## src/hdl/cgmc_pkg.sv

```systemverilog
// Purpose: Constants and types for the clock generator and master clock
//          control block.
// Assumes: AHB-Lite register access, 32-bit data, word-aligned registers.
// Notes:   Notes on the behaviour of the block follow.
// Notes on behaviour
// RULE1 - After reset main oscillator off and master clock from slow clock.
// RULE2 - Clearing oscillator enable clears the stable flag at once.
// RULE3 - Enable write clears stable, loads count, counts down on slow/8.
// RULE4 - Count at zero sets stable flag; mask bit lets it request an irq.
// RULE5 - Frequency counting starts after next slow rise once stable is set.
// RULE6 - Sixteenth slow falling edge stops frequency counter, sets ready.
// RULE7 - For an external clock software sets bypass to 1, enable to 0.
// RULE8 - Divider takes 1 to 255; zero holds divider and PLL output low.
// RULE9 - Reset clears divider, so PLL input stays low until programmed.
// RULE10 - PLL output is source times multiplier plus one over divider.
// RULE11 - Multiplier zero powers the PLL down; non-zero enables it again.
// RULE12 - PLL re-enable or parameter change clears lock, reloads counter.
// RULE13 - PLL counter steps per slow cycle; zero sets lock flag.
// RULE14 - Software loads a lock count that covers the filter transient.
// RULE15 - Master clock comes from the selected source, slow clock included.
// RULE16 - Master prescaler divides by a power of two from 1 to 64.
// RULE17 - Every master clock write clears ready until clock established.
// RULE18 - Disable write stops processor clock; status register shows it.
// RULE19 - Processor clock on after reset, woken by fast or normal irq.
// RULE20 - Processor stops after current instruction; bus keeps running.
// RULE21 - With PLL locked software gates USB clock; status shows it.
// RULE22 - Software programs PLL to 48, 96 or 192 MHz for USB.
// RULE23 - USB divider divides PLL output by 1, 2 or 4.
// RULE24 - PLL rewrite while selected falls back to main, ready held low.
// RULE25 - Interrupt request while any masked-in status flag is set.
// RULE26 - Counters run on slow clock ticks, results read on bus clock.
package cgmc_pkg;

  // Register byte offsets
  localparam logic [7:0] A_SCER = 8'h00;
  localparam logic [7:0] A_SCDR = 8'h04;
  localparam logic [7:0] A_SCSR = 8'h08;
  localparam logic [7:0] A_MOR  = 8'h0c;
  localparam logic [7:0] A_MCFR = 8'h10;
  localparam logic [7:0] A_PLLR = 8'h14;
  localparam logic [7:0] A_MCKR = 8'h18;
  localparam logic [7:0] A_SR   = 8'h1c;
  localparam logic [7:0] A_IMR  = 8'h20;

  // System clock bits
  localparam int SC_PROC_BIT = 0;
  localparam int SC_USB_BIT  = 7;

  // Oscillator control fields
  localparam int MOR_EN_BIT  = 0;
  localparam int MOR_BYP_BIT = 1;
  localparam int MOR_CNT_LSB = 8;
  localparam int OSC_CNT_W   = 8;

  // PLL control fields
  localparam int PLL_DIV_LSB = 0;
  localparam int PLL_DIV_W   = 8;
  localparam int PLL_CNT_LSB = 8;
  localparam int PLL_CNT_W   = 6;
  localparam int PLL_MUL_LSB = 16;
  localparam int PLL_MUL_W   = 11;
  localparam int PLL_USB_LSB = 28;
  localparam int PLL_USB_W   = 2;

  // Master clock fields and encodings
  localparam int MSRC_SEL_LSB = 0;
  localparam int MSRC_SEL_W   = 2;
  localparam int MPRE_LSB     = 2;
  localparam int MPRE_W       = 3;
  localparam logic [1:0] SRC_SLOW     = 2'h0;
  localparam logic [1:0] SRC_MAIN     = 2'h1;
  localparam logic [1:0] SRC_PLL      = 2'h3;
  localparam logic [2:0] PRESCALE_MAX = 3'h6;

  // Status bits, frequency register layout
  localparam int SR_OSC_BIT   = 0;
  localparam int SR_LOCK_BIT  = 2;
  localparam int SR_MCK_BIT   = 3;
  localparam int SR_W         = 4;
  localparam int FREQ_W       = 16;
  localparam int MCFR_RDY_BIT = 16;

  // Timing counts in slow clock ticks
  localparam logic [2:0] OSC_DIV_LAST  = 3'h7;
  localparam logic [3:0] FREQ_LAST     = 4'hf;
  localparam logic [1:0] MASTER_SETTLE = 2'h2;

  typedef enum logic [1:0] {
    FC_IDLE,
    FC_WAIT_RISE,
    FC_COUNT,
    FC_DONE
  } cgmc_fc_state_t;

endpackage : cgmc_pkg

```

## src/hdl/cgmc_top.sv

```systemverilog
// Purpose: Clock generator and master clock control with AHB-Lite registers.
// Assumes: hclk 20 MHz; slow and main clocks arrive as pins and are sampled.
// Notes:   Main clock measurement is only exact below a quarter of the bus clock.
//
// Decided for this implementation: the placing of the registers and register access over AHB-Lite.
`timescale 1ns/1ns
module cgmc_top
  import cgmc_pkg::*;
(
  input  wire logic        hclk,
  input  wire logic        hresetn,
  input  wire logic        hsel,
  input  wire logic [31:0] haddr,
  input  wire logic [1:0]  htrans,
  input  wire logic        hwrite,
  input  wire logic [2:0]  hsize,
  input  wire logic [31:0] hwdata,
  input  wire logic        hready,
  output logic             hreadyout,
  output logic             hresp,
  output logic [31:0]      hrdata,
  input  wire logic        slow_clock_in,
  input  wire logic        main_clock_in,
  input  wire logic        cpu_instr_done,
  input  wire logic        cpu_fiq_req,
  input  wire logic        cpu_irq_req,
  output logic             osc_enable_o,
  output logic             osc_bypass_o,
  output logic [7:0]       pll_div_o,
  output logic [10:0]      pll_mul_o,
  output logic             pll_gate_o,
  output logic [1:0]       usb_divider_o,
  output logic [1:0]       master_source_o,
  output logic [2:0]       master_prescaler_o,
  output logic             processor_clock_en_o,
  output logic             usb_clock_en_o,
  output logic             irq_o
);

  logic                 slow_lvl;
  logic                 slow_rise;
  logic                 slow_fall;
  logic                 main_rise;
  logic                 wr_pend_r;
  logic                 rd_pend_r;
  logic [7:0]           wr_addr_r;
  logic [7:0]           rd_addr_r;
  logic                 osc_run_r;
  logic [OSC_CNT_W-1:0] osc_cnt_r;
  logic [2:0]           osc_div_r;
  logic                 osc_stable_r;
  cgmc_fc_state_t       fc_state_r;
  logic [3:0]           fc_edges_r;
  logic [FREQ_W-1:0]    freq_cnt_r;
  logic                 freq_ready_r;
  logic [PLL_CNT_W-1:0] pll_lock_cnt_r;
  logic [PLL_CNT_W-1:0] pll_cnt_r;
  logic                 pll_run_r;
  logic                 pll_lock_r;
  logic [1:0]           src_sel_r;
  logic [1:0]           settle_r;
  logic                 master_rdy_r;
  logic                 stop_pend_r;
  logic [SR_W-1:0]      imr_r;

  // Pin samplers for the two incoming clocks
  cgmc_sync u_slow (
    .clk      (hclk),
    .rst_n    (hresetn),
    .async_in (slow_clock_in),
    .level    (slow_lvl),
    .rise     (slow_rise),
    .fall     (slow_fall)
  );

  cgmc_sync u_main (
    .clk      (hclk),
    .rst_n    (hresetn),
    .async_in (main_clock_in),
    .level    (),
    .rise     (main_rise),
    .fall     ()
  );

  // Bus decode
  wire        bus_acc  = hsel & hready & htrans[1];
  wire        wr_scer  = wr_pend_r && (wr_addr_r == A_SCER);
  wire        wr_scdr  = wr_pend_r && (wr_addr_r == A_SCDR);
  wire        wr_mor   = wr_pend_r && (wr_addr_r == A_MOR);
  wire        wr_pll   = wr_pend_r && (wr_addr_r == A_PLLR);
  wire        wr_master = wr_pend_r && (wr_addr_r == A_MCKR);
  wire        wr_imr   = wr_pend_r && (wr_addr_r == A_IMR);

  // Write fields
  wire        w_osc_en = hwdata[MOR_EN_BIT];
  wire [OSC_CNT_W-1:0] w_osc_cnt = hwdata[MOR_CNT_LSB +: OSC_CNT_W];
  wire [PLL_DIV_W-1:0] w_div     = hwdata[PLL_DIV_LSB +: PLL_DIV_W];
  wire [PLL_MUL_W-1:0] w_mul     = hwdata[PLL_MUL_LSB +: PLL_MUL_W];
  wire [PLL_CNT_W-1:0] w_pcnt    = hwdata[PLL_CNT_LSB +: PLL_CNT_W];
  wire [MPRE_W-1:0] w_scale_raw = hwdata[MPRE_LSB +: MPRE_W];
  wire [MPRE_W-1:0] w_scale     =
    (w_scale_raw > PRESCALE_MAX) ? PRESCALE_MAX : w_scale_raw; // RULE16

  // Parameter change or re-enable restarts the lock count
  wire pll_change = wr_pll &&
                    ((w_mul != pll_mul_o) || (w_div != pll_div_o));
  wire pll_bump   = pll_change && (src_sel_r == SRC_PLL);
  wire pll_unlock = (src_sel_r == SRC_PLL) && !pll_lock_r;
  wire cpu_wake   = cpu_fiq_req | cpu_irq_req;

  // Readable state
  wire [SR_W-1:0] sr_bits = {master_rdy_r, pll_lock_r, 1'b0, osc_stable_r};
  wire [31:0] rd_sc   = {24'h0, usb_clock_en_o, 6'h0, processor_clock_en_o};
  wire [31:0] rd_mor  = {16'h0, osc_cnt_r, 6'h0, osc_bypass_o, osc_enable_o};
  wire [31:0] rd_mcfr = {15'h0, freq_ready_r, freq_cnt_r};
  wire [31:0] rd_pll  = {2'h0, usb_divider_o, 1'b0, pll_mul_o,
                         2'h0, pll_lock_cnt_r, pll_div_o};
  wire [31:0] rd_master = {27'h0, master_prescaler_o, src_sel_r};
  wire [31:0] rd_mux  =
    (rd_addr_r == A_SCSR) ? rd_sc :                         // RULE18
    (rd_addr_r == A_MOR)  ? rd_mor :
    (rd_addr_r == A_MCFR) ? rd_mcfr :                       // RULE26
    (rd_addr_r == A_PLLR) ? rd_pll :
    (rd_addr_r == A_MCKR) ? rd_master :
    (rd_addr_r == A_SR)   ? {28'h0, sr_bits} :
    (rd_addr_r == A_IMR)  ? {28'h0, imr_r} : 32'h0;

  // Bus slave: writes no wait, reads one wait so a write ahead lands first
  always_ff @(posedge hclk or negedge hresetn) begin
    if (!hresetn) begin
      wr_pend_r <= 1'b0;
      rd_pend_r <= 1'b0;
      wr_addr_r <= 8'h00;
      rd_addr_r <= 8'h00;
      hreadyout <= 1'b1;
      hresp     <= 1'b0;
      hrdata    <= 32'h0;
    end else begin
      wr_pend_r <= bus_acc & hwrite;
      rd_pend_r <= bus_acc & ~hwrite;
      wr_addr_r <= haddr[7:0];
      rd_addr_r <= haddr[7:0];
      hreadyout <= ~(bus_acc & ~hwrite);
      hresp     <= 1'b0;
      if (rd_pend_r) begin
        hrdata <= rd_mux;
      end
    end
  end

  // Main oscillator enable and start-up count
  always_ff @(posedge hclk or negedge hresetn) begin
    if (!hresetn) begin
      osc_enable_o <= 1'b0;                                 // RULE1
      osc_bypass_o <= 1'b0;
      osc_run_r    <= 1'b0;
      osc_cnt_r    <= 8'h00;
      osc_div_r    <= 3'h0;
      osc_stable_r <= 1'b0;
    end else if (wr_mor) begin
      osc_enable_o <= w_osc_en;
      osc_bypass_o <= hwdata[MOR_BYP_BIT];                  // RULE7
      osc_run_r    <= w_osc_en;                             // RULE3
      osc_cnt_r    <= w_osc_cnt;                            // RULE3
      osc_div_r    <= 3'h0;
      osc_stable_r <= 1'b0;                                 // RULE2
    end else if (osc_run_r && (osc_cnt_r == 8'h00)) begin
      osc_run_r    <= 1'b0;
      osc_stable_r <= 1'b1;                                 // RULE4
    end else if (osc_run_r && slow_rise) begin
      osc_div_r    <= osc_div_r + 3'h1;
      if (osc_div_r == OSC_DIV_LAST) begin
        osc_cnt_r  <= osc_cnt_r - 8'h01;                    // RULE3
      end
    end
  end

  // Frequency measurement from a slow rise to the sixteenth slow fall
  always_ff @(posedge hclk or negedge hresetn) begin
    if (!hresetn) begin
      fc_state_r   <= FC_IDLE;
      fc_edges_r   <= 4'h0;
      freq_cnt_r   <= 16'h0;
      freq_ready_r <= 1'b0;
    end else if (!osc_stable_r) begin
      fc_state_r   <= FC_IDLE;
      freq_ready_r <= 1'b0;
    end else begin
      unique case (fc_state_r)
        FC_IDLE: begin
          fc_state_r <= FC_WAIT_RISE;                       // RULE5
          freq_cnt_r <= 16'h0;
          fc_edges_r <= 4'h0;
        end
        FC_WAIT_RISE: begin
          if (slow_rise) begin
            fc_state_r <= FC_COUNT;                         // RULE5
          end
        end
        FC_COUNT: begin
          if (main_rise) begin
            freq_cnt_r <= freq_cnt_r + 16'h1;
          end
          if (slow_fall) begin
            fc_edges_r <= fc_edges_r + 4'h1;
            if (fc_edges_r == FREQ_LAST) begin
              fc_state_r   <= FC_DONE;                      // RULE6
              freq_ready_r <= 1'b1;                         // RULE6
            end
          end
        end
        FC_DONE: begin
          fc_state_r <= FC_DONE;
        end
      endcase
    end
  end

  // PLL parameters and lock counter, stepping on slow ticks
  always_ff @(posedge hclk or negedge hresetn) begin
    if (!hresetn) begin
      pll_div_o      <= 8'h00;                              // RULE9
      pll_mul_o      <= 11'h000;
      usb_divider_o  <= 2'h0;
      pll_lock_cnt_r <= 6'h00;
      pll_cnt_r      <= 6'h00;
      pll_run_r      <= 1'b0;
      pll_lock_r     <= 1'b0;
      pll_gate_o     <= 1'b0;
    end else begin
      if (wr_pll) begin
        pll_div_o      <= w_div;                            // RULE10
        pll_mul_o      <= w_mul;                            // RULE10
        usb_divider_o  <= hwdata[PLL_USB_LSB +: PLL_USB_W]; // RULE23
        pll_lock_cnt_r <= w_pcnt;
        pll_gate_o     <= (w_mul != 11'h000) &&
                          (w_div != 8'h00);                 // RULE8 RULE11
      end
      if (pll_change) begin
        pll_lock_r <= 1'b0;                                 // RULE12
        pll_cnt_r  <= w_pcnt;                               // RULE12
        pll_run_r  <= (w_mul != 11'h000) && (w_div != 8'h00);
      end else if (pll_run_r && (pll_cnt_r == 6'h00)) begin
        pll_run_r  <= 1'b0;
        pll_lock_r <= 1'b1;                                 // RULE13
      end else if (pll_run_r && slow_rise) begin
        pll_cnt_r  <= pll_cnt_r - 6'h01;                    // RULE13 RULE26
      end
    end
  end

  // Master clock source, prescaler and ready flag
  always_ff @(posedge hclk or negedge hresetn) begin
    if (!hresetn) begin
      src_sel_r          <= SRC_SLOW;                       // RULE1
      master_prescaler_o <= 3'h0;
      master_source_o    <= SRC_SLOW;
      settle_r           <= 2'h0;
      master_rdy_r       <= 1'b1;
    end else begin
      master_source_o <= pll_unlock ? SRC_MAIN : src_sel_r; // RULE15 RULE24
      if (wr_master) begin
        src_sel_r          <= hwdata[MSRC_SEL_LSB +: MSRC_SEL_W];
        master_prescaler_o <= w_scale;                      // RULE16
      end
      if (wr_master || pll_bump) begin
        master_rdy_r <= 1'b0;                               // RULE17 RULE24
        settle_r     <= MASTER_SETTLE;
      end else if (settle_r != 2'h0) begin
        if (slow_rise) begin
          settle_r <= settle_r - 2'h1;
        end
      end else if (!pll_unlock) begin
        master_rdy_r <= 1'b1;                               // RULE17 RULE24
      end
    end
  end

  // Processor idle gating and USB clock gate; wake beats a stop request
  always_ff @(posedge hclk or negedge hresetn) begin
    if (!hresetn) begin
      processor_clock_en_o <= 1'b1;                         // RULE19
      stop_pend_r          <= 1'b0;
      usb_clock_en_o       <= 1'b0;
    end else begin
      if ((wr_scer && hwdata[SC_PROC_BIT]) || cpu_wake) begin
        processor_clock_en_o <= 1'b1;                       // RULE19
        stop_pend_r          <= 1'b0;
      end else if (wr_scdr && hwdata[SC_PROC_BIT]) begin
        stop_pend_r          <= 1'b1;                       // RULE18
      end else if (stop_pend_r && cpu_instr_done) begin
        processor_clock_en_o <= 1'b0;                       // RULE20
        stop_pend_r          <= 1'b0;
      end
      if (wr_scdr && hwdata[SC_USB_BIT]) begin
        usb_clock_en_o <= 1'b0;                             // RULE21
      end else if (wr_scer && hwdata[SC_USB_BIT] && pll_lock_r) begin
        usb_clock_en_o <= 1'b1;                             // RULE21
      end
    end
  end

  // Interrupt mask and request
  always_ff @(posedge hclk or negedge hresetn) begin
    if (!hresetn) begin
      imr_r <= 4'h0;
      irq_o <= 1'b0;
    end else begin
      if (wr_imr) begin
        imr_r <= hwdata[SR_W-1:0];
      end
      irq_o <= |(sr_bits & imr_r);                          // RULE4 RULE25
    end
  end
endmodule : cgmc_top

```

## src/hdl/cgmc_sync.sv

```systemverilog
// Purpose: Three-stage sampler for a clock pin seen on the bus clock.
// Assumes: Input is asynchronous to clk and much slower than clk.
// Notes:   Level changes only when stages two and three agree.
`timescale 1ns/1ns
module cgmc_sync (
  input  wire logic clk,
  input  wire logic rst_n,
  input  wire logic async_in,
  output logic      level,
  output logic      rise,
  output logic      fall
);

  logic s1_r;
  logic s2_r;
  logic s3_r;

  // First stage feeds only the second, against metastability
  always_ff @(posedge clk or negedge rst_n) begin
    if (!rst_n) begin
      s1_r  <= 1'b0;
      s2_r  <= 1'b0;
      s3_r  <= 1'b0;
      level <= 1'b0;
      rise  <= 1'b0;
      fall  <= 1'b0;
    end else begin
      s1_r  <= async_in;
      s2_r  <= s1_r;
      s3_r  <= s2_r;
      rise  <= (s2_r == s3_r) && s3_r && !level;
      fall  <= (s2_r == s3_r) && !s3_r && level;
      if (s2_r == s3_r) begin
        level <= s3_r;
      end
    end
  end

endmodule : cgmc_sync

```

## config.mk

```make
export PLATFORM = sky130hd
export DESIGN_NAME = cgmc_top
export DESIGN_NICKNAME = d
export VERILOG_FILES = /design/src/hdl/cgmc_pkg.sv /design/src/hdl/cgmc_top.sv /design/src/hdl/cgmc_sync.sv
export SDC_FILE = /design/constraint.sdc
export NUM_CORES = 1
export LEC_CHECK = 0
export BUFFER_PORTS_ARGS = -buffer_cell sky130_fd_sc_hd__buf_4
export CAP_MARGIN = 30
export CORE_ASPECT_RATIO = 0.75
export CORE_MARGIN = 2
export CORE_UTILIZATION = 30
export CTS_CLUSTER_SIZE = 25
export DETAILED_ROUTE_END_ITERATION = 16
export MAX_ROUTING_LAYER = met4
export PLACE_DENSITY = 0.54
export SLEW_MARGIN = 20
export SYNTH_ARGS = -nofsm -noshare
export SYNTH_HDL_FRONTEND = slang
export SYNTH_SLANG_ARGS = --single-unit
```

## constraint.sdc

```tcl
create_clock -name hclk -period 2 [get_ports hclk]
set_input_delay 0 -clock hclk [delete_from_list [all_inputs] [get_ports hclk]]
set_output_delay 0 -clock hclk [all_outputs]
set_load 0.02 [all_outputs]
```

==> metrics <==
outcome=complete, but fails checks; failing checks=negative setup slack; clock sink count=143; final hold viol count=0; Arr. time, crit path=2.33 ns; Internal=5.82 mW; Tightest Hold Check Type=in2reg; antenna violations before repair=0; # diodes=0; most frequent cells in the layout=163 x buf_4, 140 x dfrtp_1, 46 x dlygate4sd3_1; port bufs=109; Fin Hold WS=0.0244 ns; CP cell instances=buf_4 -> or4b_4 -> nor3_4 -> nand3_4 -> mux2_4; DIE HEIGHT=133 microns; Power, Total=7.99 mW; Gate power share=17.4%; clock buffer count from CTS=17; hold depth=3; CP Capture Type=flip-flop; Tot GR Track Use=17.2%; CP startpoint kind=flip-flop; Finish-stage setup viols=1; fraction of layout cells with a size suffix above 1=31.9%; I/O pin count=145; Pwr Density=857 nW/um^2; number of H-tree branching levels=4; Mapped Cells=599; FMAX=497 MHz; Clock Latency Late Sink=0.43 ns; largest net degree at the start of global routing=61; Max-slew headroom=58.9%; Flop pwr share=43.3%; leakage=4.21 nW; Synth top area share=52.2%; CP max stage cell=or4b_4; net load switching power=2.17 mW; Vias/cell=4.79; maximum vdd drop=0.528 mV; post-layout min period=2.01 ns; DP Wirelength=13.6 mm; final core utilization=42.4%; Layout area overhead=39.0%; post-route clock period utilization=101%; detailed-route via count=5318; Nets=895; Netlist cell types=66; area occupied by multi-input gates=2990 sq um; Slew Viols, Final=0; antenna-violating nets left=0; clock slew at reported path FFs=0.06 ns; clock buffer depth=2; Net Sw Frac=27.2%; vias in the first global route=5170; critical path depth in cells=5; R2R cell count=5; die width=177 microns; final clock skew=0.00951 ns; DRT Pass-1 Iters=6; RSZ-0062 raised after global routing=yes; clock root cell=clkbuf_16; Initial Utilization=30.5%; commonest non-fill, non-tap cell in the layout=buf_4; Worst EP required=2.31 ns; Worst path max stage delay=0.54 ns; Synth async-reset ratio=100%; setup ws final=-0.0136 ns; EDFF count, synth=0; Synth Register Bits=143; site row count=47; Seq/Total Area, Yosys=53.4%; initial drt markers=405; Synth Warn #=0; Remaining DRCs=0; Mapped Avg Cell Area=11.2 sq um; Seq. cell area=3580 sq um; delay-heaviest family, CP=simple AND/OR/NAND/NOR gates; GR Overflow Total=0; Post-Route WL=19.1 mm; Worst Path Buf+Inv=1; first-pass GRT wire length=30.0 mm; crit-path max FO=6; Max-Cap Viols=0; Core ar.=22000 sq um; area leader, netlist=dfrtp_1; CTS tree=done; Slew @ Worst Pin=0.616 ns; main area contributors after synthesis=dfrtp_1 52%, mux2_2 5.9%, xnor2_1 3.7%; Clk pwr share=39.3%; Post-Syn Area=6710 sq um; Die ar.=23600 sq um; Crit Path Category=reg2reg; filler cell count=2122; drt wl/cell=17.2 microns; Final Wtd Congestion=0.868; Cells after DPL=1029; Layout Cells excl Fill=1111; predominant post-synthesis flop cell=dfrtp_1
area by class of cell:
cell class / instances / area share [%]
sequential: 143 / 38.4
inverter: 21 / 0.846
timing repair buffer: 212 / 18.5
clock buffer: 23 / 5.23
clock inverter: 7 / 0.913
tap: 294 / 3.95
multi-input combinational: 411 / 32.1
worst reg2reg max path, cell delays in order (launching register included):
cell and delay (ns):
dfrtp_1 0.39, buf_4 0.16, or4b_4 0.54, nor3_4 0.31, nand3_4 0.17, mux2_4 0.32
cell families (layout without fill, tap and decap cells):
kind of cell	Yosys count	after routing	synth area share, %
AO/OA/AOI/OAI	121	121	12.4
XOR/XNOR	44	44	5.75
adder cells (fa/ha/maj)	10	10	1.87
buffers and inverters	48	263	3.25
flip-flops	143	143	53.4
multiplexers	50	50	8.73
other	1	4	0.0559
AND/OR/NAND/NOR	182	182	14.6
path summary, 6_finish.rpt:
| check | slack [ns] | startpoint | to |
|---|---|---|---|
| setup / recovery | -0.01 | rd_addr_r[7]$_DFF_PN0_ | master_prescaler_o[1]$_DFFE_PN0P_ |
| hold / removal | 0.02 | hwdata[0] | src_sel_r[0]$_DFFE_PN0P_ |
| setup reg to reg | -0.01 | rd_addr_r[7]$_DFF_PN0_ | master_prescaler_o[1]$_DFFE_PN0P_ |
| hold reg to reg | 0.35 | u_slow.s1_r$_DFF_PN0_ | u_slow.s2_r$_DFF_PN0_ |
| max in group asynchronous | 1.16 | hresetn | osc_cnt_r[6]$_DFFE_PN0P_ |
| min in group asynchronous | 0.14 | hresetn | rd_addr_r[4]$_DFF_PN0_ |
routing by layer:
metal	wire length (microns)	vias to the layer above	GRT usage [%]
li1	-	2564	-
met1	10000	2600	26.8
met2	7870	135	22.1
met3	929	19	3.77
met4	230	0	4.55
met5	0	-	-
registers in the layout, indices dropped and copies added (netlist names), 3 cells and up:
register,count
pll_lock_cnt_r,6
osc_div_r,3
master_prescaler_o,3
imr_r,4
pll_div_o,8
freq_cnt_r,16
fc_edges_r,4
rd_addr_r,8
pll_mul_o,11
hrdata,29
osc_cnt_r,8
pll_cnt_r,6
stage by stage:
stage	worst slack, ns	setup TNS, ns	area (sq um)
final	-0.0136	-0.0136	9320
after global placement	-0.0707	-0.394	8170
after CTS	0.0147	0	9220
after detailed placement	-0.0519	-0.289	8170
after global routing	-0.0720	-0.442	9320
after floorplan	0.0456	0	6720
timing repair:
item                       CTS  global route
pin swaps                    0             5
gates resized for setup      2            12
hold buffers                46             0
cloned                       0             0
setup buffers                0             6
setup endpoints to repair    6            33
hold endpoints to repair   119             0
cell usage after synthesis, drive strengths merged (12+ instances only):
cell type / number
dfrtp: 140
nand2: 47
mux2: 44
nor2: 39
a21oi: 36
xnor2: 28
o21ai: 24
inv: 20
clkbuf: 17
nand3: 17
xor2: 16
a22o: 14
and3: 12
o2bb2ai: 12
power by group through the flow:
stage,logic [mW],clock network [mW],registers (mW)
6_report,1.39,3.14,3.46
5_1_grt,1.55,3.35,3.50
2_1_floorplan,0.696,0,3.51
3_3_place_gp,1.29,0,3.51
4_1_cts,1.39,3.19,3.46
3_5_place_dp,1.30,0,3.51
(Power assumes the default switching activity.)
